===== config.mk =====
export PLATFORM = sky130hd
export DESIGN_NAME = mdmc_ctrl
export DESIGN_NICKNAME = d
export VERILOG_FILES = /design/src/mdmc_pkg.sv /design/src/mdmc_still_cnt.sv /design/src/mdmc_ctrl.sv
export VERILOG_INCLUDE_DIRS = /design/src
export SDC_FILE = /design/constraint.sdc
export NUM_CORES = 1
export LEC_CHECK = 0
export BUFFER_PORTS_ARGS = -buffer_cell sky130_fd_sc_hd__clkbuf_2
export CORE_MARGIN = 4
export CORE_UTILIZATION = 45
export DETAILED_ROUTE_END_ITERATION = 10
export PLACE_DENSITY = 0.68
export SLEW_MARGIN = 40
export SYNTH_ARGS = -nofsm -noshare
export SYNTH_HDL_FRONTEND = slang
export SYNTH_SLANG_ARGS = --single-unit

===== constraint.sdc =====
create_clock -name core_clk -period 2.95 [get_ports core_clk]
set_clock_uncertainty 0.15 [all_clocks]
set_input_delay 0.59 -clock core_clk [delete_from_list [all_inputs] [get_ports core_clk]]
set_output_delay 0.59 -clock core_clk [all_outputs]
set_load 0.005 [all_outputs]

===== src/mdmc_consts.svh =====
/*
 * constants for the motion detect mode control block: register address,
 * reset value, write mask, field positions and enable-field decode bits.
 * assumes it is included by bare name wherever these macros are used.
 */
`ifndef MDMC_CONSTS_SVH
`define MDMC_CONSTS_SVH

// ****************************************************************
// register map
// ****************************************************************
`define MDMC_CTL_ADDR      8'h27
`define MDMC_CTL_RESET     8'h00
`define MDMC_CTL_WMASK     8'h3f
`define MDMC_RD_UNMAPPED   8'h00

// ****************************************************************
// field decode
// ****************************************************************
`define MDMC_EN_BIT        0
`define MDMC_REF_BIT       1
`define MDMC_SEQ_LINK_BIT  0
`define MDMC_SEQ_AUTO_BIT  1

// ****************************************************************
// counting
// ****************************************************************
`define MDMC_CNT_ZERO      16'h0000
`define MDMC_CNT_ONE       16'h0001

`endif


===== src/mdmc_pkg.sv =====
/*
 * types for the motion detect mode control block.
 * assumes mdmc_consts.svh supplies the numeric constants.
 */
package mdmc_pkg;

  typedef struct packed {
    logic [1:0] rsvd;
    logic [1:0] detector_sequencing_mode;
    logic [1:0] stillness_detect_enable;
    logic [1:0] motion_detect_enable;
  } mdmc_ctl_t;

  // armed and referenced flags for one detector
  typedef struct packed {
    logic armed;
    logic referenced;
  } mdmc_det_t;

  typedef enum logic {
    MDMC_ARM_MOTION    = 1'b0,
    MDMC_ARM_STILLNESS = 1'b1
  } mdmc_seq_state_t;

endpackage


===== src/mdmc_still_cnt.sv =====
/*
 * consecutive-sample counter for stillness detection: counts samples in
 * which every axis is below the stillness threshold and pulses once when
 * the programmed count is reached.
 * assumes sample_valid is a one-cycle strobe per output sample.
 */
`timescale 1ns/1ps
`include "mdmc_consts.svh"

module mdmc_still_cnt (
  input  wire logic        core_clk,
  input  wire logic        sys_rst,
  input  wire logic        clr,
  input  wire logic        sample_valid,
  input  wire logic        all_below,
  input  wire logic [15:0] stillness_sample_count,
  output logic             done
);

  logic [15:0] cnt_ff;
  logic [15:0] nxt_cnt;
  logic        done_ff;
  logic        nxt_done;
  logic [15:0] limit;

  // ****************************************************************
  // counter
  // ****************************************************************
  always_comb begin
    // a zero count behaves as one sample so the detector still fires
    limit    = (stillness_sample_count == `MDMC_CNT_ZERO) ? `MDMC_CNT_ONE : stillness_sample_count;
    nxt_cnt  = cnt_ff;
    nxt_done = 1'b0;
    if (clr) begin
      nxt_cnt = `MDMC_CNT_ZERO;
    end else if (sample_valid) begin
      if (!all_below) begin
        nxt_cnt = `MDMC_CNT_ZERO;
      end else if (cnt_ff < limit) begin
        nxt_cnt  = cnt_ff + `MDMC_CNT_ONE;
        nxt_done = ((cnt_ff + `MDMC_CNT_ONE) == limit);
      end
    end
  end

  always_ff @(posedge core_clk or posedge sys_rst) begin
    if (sys_rst) begin
      cnt_ff  <= `MDMC_CNT_ZERO;
      done_ff <= 1'b0;
    end else begin
      cnt_ff  <= nxt_cnt;
      done_ff <= nxt_done;
    end
  end

  assign done = done_ff;

endmodule


===== src/mdmc_ctrl.sv =====
/*
 * motion detect mode control: control register, enable decode, default /
 * linked / looped sequencing of the motion and stillness detectors, event
 * pending flags and their acknowledge.
 * assumes the serial interface delivers one-cycle register strobes and a
 * one-cycle status_read pulse, and the datapath gives per-sample compares.
 */
`timescale 1ns/1ps
`include "mdmc_consts.svh"

module mdmc_ctrl (
  input  wire logic            core_clk,
  input  wire logic            sys_rst,
  input  wire logic [7:0]      reg_addr,
  input  wire logic            reg_wr,
  input  wire logic [7:0]      reg_wdata,
  input  wire logic            reg_rd,
  output logic      [7:0]      reg_rdata,
  input  wire logic            status_read,
  input  wire logic            sample_valid,
  input  wire logic            any_above,
  input  wire logic            all_below,
  input  wire logic [15:0]     stillness_sample_count,
  output mdmc_pkg::mdmc_det_t  motion_det,
  output mdmc_pkg::mdmc_det_t  stillness_det,
  output logic                 temp_adc_act_armed,
  output logic                 motion_pending,
  output logic                 stillness_pending,
  output logic                 autosleep_permit,
  output logic                 seq_active
);

  mdmc_pkg::mdmc_ctl_t       ctl_ff;
  mdmc_pkg::mdmc_ctl_t       nxt_ctl;
  logic [7:0]                rdata_ff;
  logic [7:0]                nxt_rdata;
  mdmc_pkg::mdmc_seq_state_t state_ff;
  mdmc_pkg::mdmc_seq_state_t nxt_state;
  logic                      mot_pend_ff;
  logic                      nxt_mot_pend;
  logic                      stl_pend_ff;
  logic                      nxt_stl_pend;
  logic                      mot_en;
  logic                      stl_en;
  logic                      linked;
  logic                      auto_ack;
  logic                      mot_armed;
  logic                      stl_armed;
  logic                      mot_event;
  logic                      stl_done;
  logic                      stl_event;
  logic                      ack;

  // ****************************************************************
  // control register
  // ****************************************************************
  always_comb begin
    nxt_ctl   = ctl_ff;
    nxt_rdata = rdata_ff;
    if (reg_wr && reg_addr == `MDMC_CTL_ADDR) begin
      nxt_ctl = mdmc_pkg::mdmc_ctl_t'(reg_wdata & `MDMC_CTL_WMASK);
    end
    if (reg_rd) begin
      if (reg_addr == `MDMC_CTL_ADDR) begin
        nxt_rdata = ctl_ff;
      end else begin
        nxt_rdata = `MDMC_RD_UNMAPPED;
      end
    end
  end

  always_ff @(posedge core_clk or posedge sys_rst) begin
    if (sys_rst) begin
      ctl_ff   <= mdmc_pkg::mdmc_ctl_t'(`MDMC_CTL_RESET);
      rdata_ff <= `MDMC_CTL_RESET;
    end else begin
      ctl_ff   <= nxt_ctl;
      rdata_ff <= nxt_rdata;
    end
  end

  assign reg_rdata = rdata_ff;

  // ****************************************************************
  // mode decode
  // ****************************************************************
  // motion and stillness enable decode, link and looped-mode flags
  assign mot_en   = ctl_ff.motion_detect_enable[`MDMC_EN_BIT];
  assign stl_en   = ctl_ff.stillness_detect_enable[`MDMC_EN_BIT];
  assign linked   = ctl_ff.detector_sequencing_mode[`MDMC_SEQ_LINK_BIT] && mot_en && stl_en;
  assign auto_ack = linked && ctl_ff.detector_sequencing_mode[`MDMC_SEQ_AUTO_BIT];

  // concurrent arming, one at a time when linked
  assign mot_armed = mot_en && (!linked || state_ff == mdmc_pkg::MDMC_ARM_MOTION);
  assign stl_armed = stl_en && (!linked || state_ff == mdmc_pkg::MDMC_ARM_STILLNESS);

  assign mot_event = sample_valid && any_above && mot_armed;
  assign stl_event = stl_done && stl_armed;
  // looped mode acknowledges on its own
  assign ack       = status_read || (auto_ack && (mot_pend_ff || stl_pend_ff));

  // ****************************************************************
  // stillness counter
  // ****************************************************************
  // consecutive-sample count
  mdmc_still_cnt u_still_cnt (
    .core_clk               (core_clk),
    .sys_rst                (sys_rst),
    .clr                    (!stl_armed),
    .sample_valid           (sample_valid),
    .all_below              (all_below),
    .stillness_sample_count (stillness_sample_count),
    .done                   (stl_done)
  );

  // ****************************************************************
  // sequencing and pending flags
  // ****************************************************************
  always_comb begin
    nxt_state    = state_ff;
    nxt_mot_pend = mot_pend_ff;
    nxt_stl_pend = stl_pend_ff;
    // pending until acknowledged, a new event beats the clear
    if (ack) begin
      nxt_mot_pend = 1'b0;
      nxt_stl_pend = 1'b0;
    end
    if (mot_event) begin
      nxt_mot_pend = 1'b1;
    end
    if (stl_event) begin
      nxt_stl_pend = 1'b1;
    end
    if (!linked) begin
      // restart a fresh sequence with motion armed
      nxt_state = mdmc_pkg::MDMC_ARM_MOTION;
    end else if (ack) begin
      case (state_ff)
        mdmc_pkg::MDMC_ARM_MOTION: begin
          if (mot_pend_ff) begin
            nxt_state = mdmc_pkg::MDMC_ARM_STILLNESS;
          end
        end
        mdmc_pkg::MDMC_ARM_STILLNESS: begin
          if (stl_pend_ff) begin
            nxt_state = mdmc_pkg::MDMC_ARM_MOTION;
          end
        end
        default: begin
          nxt_state = mdmc_pkg::MDMC_ARM_MOTION;
        end
      endcase
    end
  end

  always_ff @(posedge core_clk or posedge sys_rst) begin
    if (sys_rst) begin
      state_ff    <= mdmc_pkg::MDMC_ARM_MOTION;
      mot_pend_ff <= 1'b0;
      stl_pend_ff <= 1'b0;
    end else begin
      state_ff    <= nxt_state;
      mot_pend_ff <= nxt_mot_pend;
      stl_pend_ff <= nxt_stl_pend;
    end
  end

  // ****************************************************************
  // outputs
  // ****************************************************************
  assign motion_det.armed         = mot_armed;
  assign motion_det.referenced    = ctl_ff.motion_detect_enable[`MDMC_REF_BIT] && mot_en;
  assign stillness_det.armed      = stl_armed;
  assign stillness_det.referenced = ctl_ff.stillness_detect_enable[`MDMC_REF_BIT] && stl_en;
  assign motion_pending           = mot_pend_ff;
  assign stillness_pending        = stl_pend_ff;
  assign autosleep_permit         = linked;
  // temp/adc activity only in default mode; sequencing does not touch it
  assign temp_adc_act_armed       = mot_en && !linked;
  assign seq_active               = linked;
endmodule


* Yosys cells after proc, flatten, opt, wreduce, memory -nomap -nowiden
Cells that the tools add are included.
** Word-level totals
- Register bits after elaboration :: 34
- Input bits :: 40
- Logic and storage cells :: 57
** Cells by class
- Add/sub/neg operators :: 1
- Mux-type cells :: 18
- Reductions and logical operators :: 22
- Eq/ne operators :: 5
- Order comparisons :: 1
- Bitwise logic cells :: 1
** Operators with widths (count)
- two-way mux 16 bit :: 5
- adder 16 x 1 -> 16 bit (second input constant) :: 1
- equality test 16 bit :: 1
- zero test 16 bit :: 1
- less-than comparator 16 bit :: 1
- logical AND 1 bit :: 13
- two-way mux 1 bit :: 11
- equality test 8 x 6 -> 1 bit (second input constant) :: 1
- two-way mux 6 bit :: 1
- logical OR 1 bit :: 4
- nonzero test 2 bit :: 2
- inequality test 3 x 2 -> 1 bit (second input constant) :: 1
- inequality test 2 x 1 -> 1 bit (second input constant) :: 1
- inequality test 2 bit (second input constant) :: 1
- case mux 1 bit (2 select lines) :: 1
- AND reduction 2 bit :: 1
- zero test 1 bit :: 1
- inverter 1 bit :: 1

* Longest topological paths before layout
- Depth in word-level cells :: 7
- Gate-level depth with buffers :: 11
- Depth with buffers taken out :: 9

* By module
A second synthesis with hierarchy kept.
** Unflattened totals
- Cell total of the unflattened synthesis :: 304
- Area total of the unflattened synthesis :: 2631.3 um2
** By module, submodules not included
- mdmc_still_cnt :: area each 1879.3 um2, cells an instance 232, instances 1
- mdmc_ctrl :: area each 752.0 um2, cells an instance 72, instances 1

* Worst setup path before layout
No wires, ideal clock.
- Path type :: input -> register
- From :: input port stillness_sample_count[9]
- To :: register u_still_cnt.cnt_ff[15]
- Setup time :: 0.069 ns
- Required time :: 2.731 ns
- Data arrival time :: 2.606 ns
- Stages on the path :: 9
- Setup slack :: 0.125 ns
- Cells stage by stage :: inv_1 > ha_1 > a21o_1 > a221o_1 > a221oi_2 > o211ai_2 > buf_6 > or4_1 > nand3_1
** Between the ends
- Longest elaborated chain between the ends :: 5
** RTL lines
- start, declared :: line mdmc_ctrl.sv:23 : input wire logic [15:0] stillness_sample_count,
- zero test 16 bit (no line)
- two-way mux 16 bit (*) :: line mdmc_still_cnt.sv:31 : limit = (stillness_sample_count == `MDMC_CNT_ZERO) ? `MDMC_CNT_ONE : stillness_sample_count;
- less-than comparator 16 bit (*) :: line mdmc_still_cnt.sv:39 : end else if (cnt_ff < limit) begin
- inequality test 3 x 2 -> 1 bit (no line) (*)
- AND reduction 2 bit (no line) (*)
- end signal, assigned :: line mdmc_still_cnt.sv:48 : cnt_ff <= `MDMC_CNT_ZERO;
- end signal, assigned :: line mdmc_still_cnt.sv:51 : cnt_ff <= nxt_cnt;
- end, declared :: line mdmc_still_cnt.sv:20 : logic [15:0] cnt_ff;
Every way passes the cells marked *; elsewhere a longest branch is shown, timed or not.
A chain may end at the register's enable or synchronous reset.

* Worst setup path after layout
- From :: input port stillness_sample_count[9]
- To :: register u_still_cnt.cnt_ff[13]
The elaborated chain is that of the path after synthesis.

==> results.yml <==
run_status:
  outcome: "complete, no violations"
placement:
  dp_worst_setup_slack_ns: -0.139
  finalWeightedCongestion: 0.939
  dp.cells: 432
  io_buffers: 52
  place_hpwl_um: 5220
global_route:
  grt_pass1_vias: 2435
  grt-ovfl-total: 0
  antenna_found_initial: 0
  grt_start_max_net_pins: 24
  grt_use_total_pct: 20.5
  grt_first_pass_wirelength_um: 11600
timing:
  whs_ns: 0.128
  finalCritPeriodShare_pct: 95.0
  period_minus_slack_ns: 2.80
  tightestPinTransition_ns: 0.632
  hold_violations: 0
  relSlewSlack_pct: 57.8
  setup_viol: 0
  rsz0062_at_grt: "no"
  setup_slack_ns: 0.147
  fmax_mhz: 357
  slew_viol_final: 0
yosys:
  yosysMostFrequentCell: "dfrtp_1"
  synth_area_leaders: "dfrtp_1, ha_1, nand3_1"
  syn_inst: 293
  yosysTopAreaCellShare_pct: 31.7
  yosys_warnings: 0
  synth.top_cells.by_count: "dfrtp_1, nand3_1, inv_1, nand2_1, ha_1"
  synth_area_um2: 2520
  yosysSeqAreaShare_pct: 31.7
  synth_edf_count: 0
  synth_flop_cell: "dfrtp_1"
  yosys_register_bits: 32
  async_flop_share_pct: 100
  syn_area_per_cell_um2: 8.61
  synth_area_leader_cell: "dfrtp_1"
  ys_types: 50
power_and_ir_drop:
  power.total_mw: 0.931
  ir_drop_v: 0.000274
  power.density_nw_per_um2: 297
  leakagePower_nw: 1.60
cts:
  cts-resized-gates: 0
  cts_tree: "done"
  cts-root-buf: "clkbuf_8"
  clk-insertion-delay-late_ns: 0.29
  cts-hold-fix-buffers: 0
  cts_max_level: 2
  clock_sinks: 32
  clockBufferDepth: 2
  numCtsBuffers: 5
  post_cts_buffers: 0
  clk_pin_slew_ns: 0.07
drt:
  wirelength_um: 6850
  first_pass_iters: 4
  post_drt_wl_per_cell_um: 15.6
  drc: 0
  drtAntennaViolNets: 0
  drt_iter0_drc: 231
  vias_per_cell: 5.71
  vias: 2513
finish:
  layout.cells.non_filler: 440
  drive_gt1_share_pct: 28.0
  final_nets: 424
  antenna_cells: 0
  syn2layout_area_growth_pct: 24.0
  fill_cells: 506
  multi_input_area_um2: 1540
  regArea_um2: 801
critical_path:
  cpPeakStageDelay_ns: 0.51
  worstPathArrival_ns: 2.87
  cp-start-kind: "primary input"
  crit_path_end_kind: "register"
  crit_required_ns: 3.02
  path_cells: "clkbuf_2, nor4_1, buf_4, a41o_1, ha_1, nor2b_1, o2111ai_1, a211o_1, o211ai_2, buf_12, or4_1, nand3_1"
  cp_slowest_cell: "or4_1"
  cp_max_fo: 23
  crit_type: "primary input to register"
die:
  coreArea_um2: 5470
  start_util_pct: 46.1
  rows: 27
  io_pins: 57
  die_w_um: 82.9
  die_h_um: 82.9
  dieArea_um2: 6870
worst_hold_path:
  hold_path_class: "primary input to async pin"
flow_run:
  maxCapViolCount: 0
## per-layer routing
metal / up-vias / track usage (%) / part of all wire (%)
met5: - / 0 / 0
met4: 0 / 6.84 / 0.91
met3: 7 / 4.46 / 7.8
met2: 100 / 33.2 / 48
met1: 1182 / 27.0 / 43
li1: 1224 / - / -
## cell families (layout without fill, tap and decap cells)
group,count (synthesis),in the layout,synth area share (%)
compound gates,61,61,17.6
xor+xnor,19,19,6.59
fa+ha+maj,17,17,8.43
buf+inv,44,118,7.59
flops,32,32,31.7
mux,8,8,3.52
other cells,1,2,0.149
simple gates,111,111,24.4
## cell type report
cell class	count	share of cell area, %
Multi-Input combinational cell	218	49.1
Sequential cell	32	25.6
Timing Repair Buffer	84	16.4
Inverter	26	3.12
Tap cell	72	2.88
Clock buffer	6	2.64
Clock inverter	2	0.320
## state kept, by name, indices dropped and copies added, names as in the netlist
register / flops
state_ff: 1
motion_pending: 1
u_still_cnt.done: 1
stillness_pending: 1
ctl_ff: 6
reg_rdata: 6
u_still_cnt.cnt_ff: 16
## worst max-delay path: cells and delay by family
| kind | cells | cell delay, ns |
|---|---|---|
| AOI/OAI and AO/OA | 4 | 0.69 |
| adders and majority gates | 1 | 0.15 |
| buffers and inverters | 3 | 0.46 |
| and+or+nand+nor | 4 | 0.98 |
## final timing paths
check / startpoint / end / slack [ns] / depth (start not counted)
max: stillness_sample_count[9] / u_still_cnt.cnt_ff[13] / 0.15 / 12
min: sys_rst / u_still_cnt.cnt_ff[4] / 0.13 / 2
max reg2reg: u_still_cnt.cnt_ff[9] / u_still_cnt.cnt_ff[13] / 0.17 / 8
min reg2reg: u_still_cnt.done / stillness_pending / 0.34 / 1
max in group asynchronous: sys_rst / u_still_cnt.cnt_ff[6] / 2.04 / 3
min in group core_clk: u_still_cnt.done / stillness_pending / 0.34 / 1
## placed cells by master, fill, tap and decap left out, types with 2 or more instances in the layout
cell and count:
a211o_1 2, a211oi_1 2, a21boi_0 2, a21o_1 4, a21oi_1 9, a22o_1 2
and2_1 5, and3_1 4, and4_1 3, buf_4 31, clkbuf_2 52, clkbuf_8 6
clkinv_2 2, conb_1 2, dfrtp_1 32, ha_1 17, inv_1 25, mux2_2 7
nand2_1 22, nand3_1 31, nand4_1 5, nor2_1 5, nor2b_1 3, nor3_1 5
nor3b_1 3, nor4_1 6, nor4b_1 3, o211ai_1 12, o21ai_0 12, o41ai_1 2
or3_1 3, or4_1 11, xnor2_1 8, xor2_1 11
## through the flow
step | TNS, ns | cell area [µm²] | util (%)
2_1_floorplan | 0 | 2530 | -
3_3_place_gp | -1.25 | 3040 | 55.5
3_5_place_dp | -1.50 | 3040 | 55.5
4_1_cts | 0 | 3130 | 57.2
5_1_grt | 0 | 3130 | 57.2
6_report | 0 | 3130 | 57.2
## power breakdown
part	total [mW]	internal [mW]	leakage [nW]	switching, mW
clock network	0.359	0.186	0.0510	0.173
logic	0.123	0.0602	1.10	0.0625
registers	0.448	0.443	0.446	0.00523
total	0.931	0.689	1.60	0.241
No activity file was read; power rests on OpenSTA's default activity.
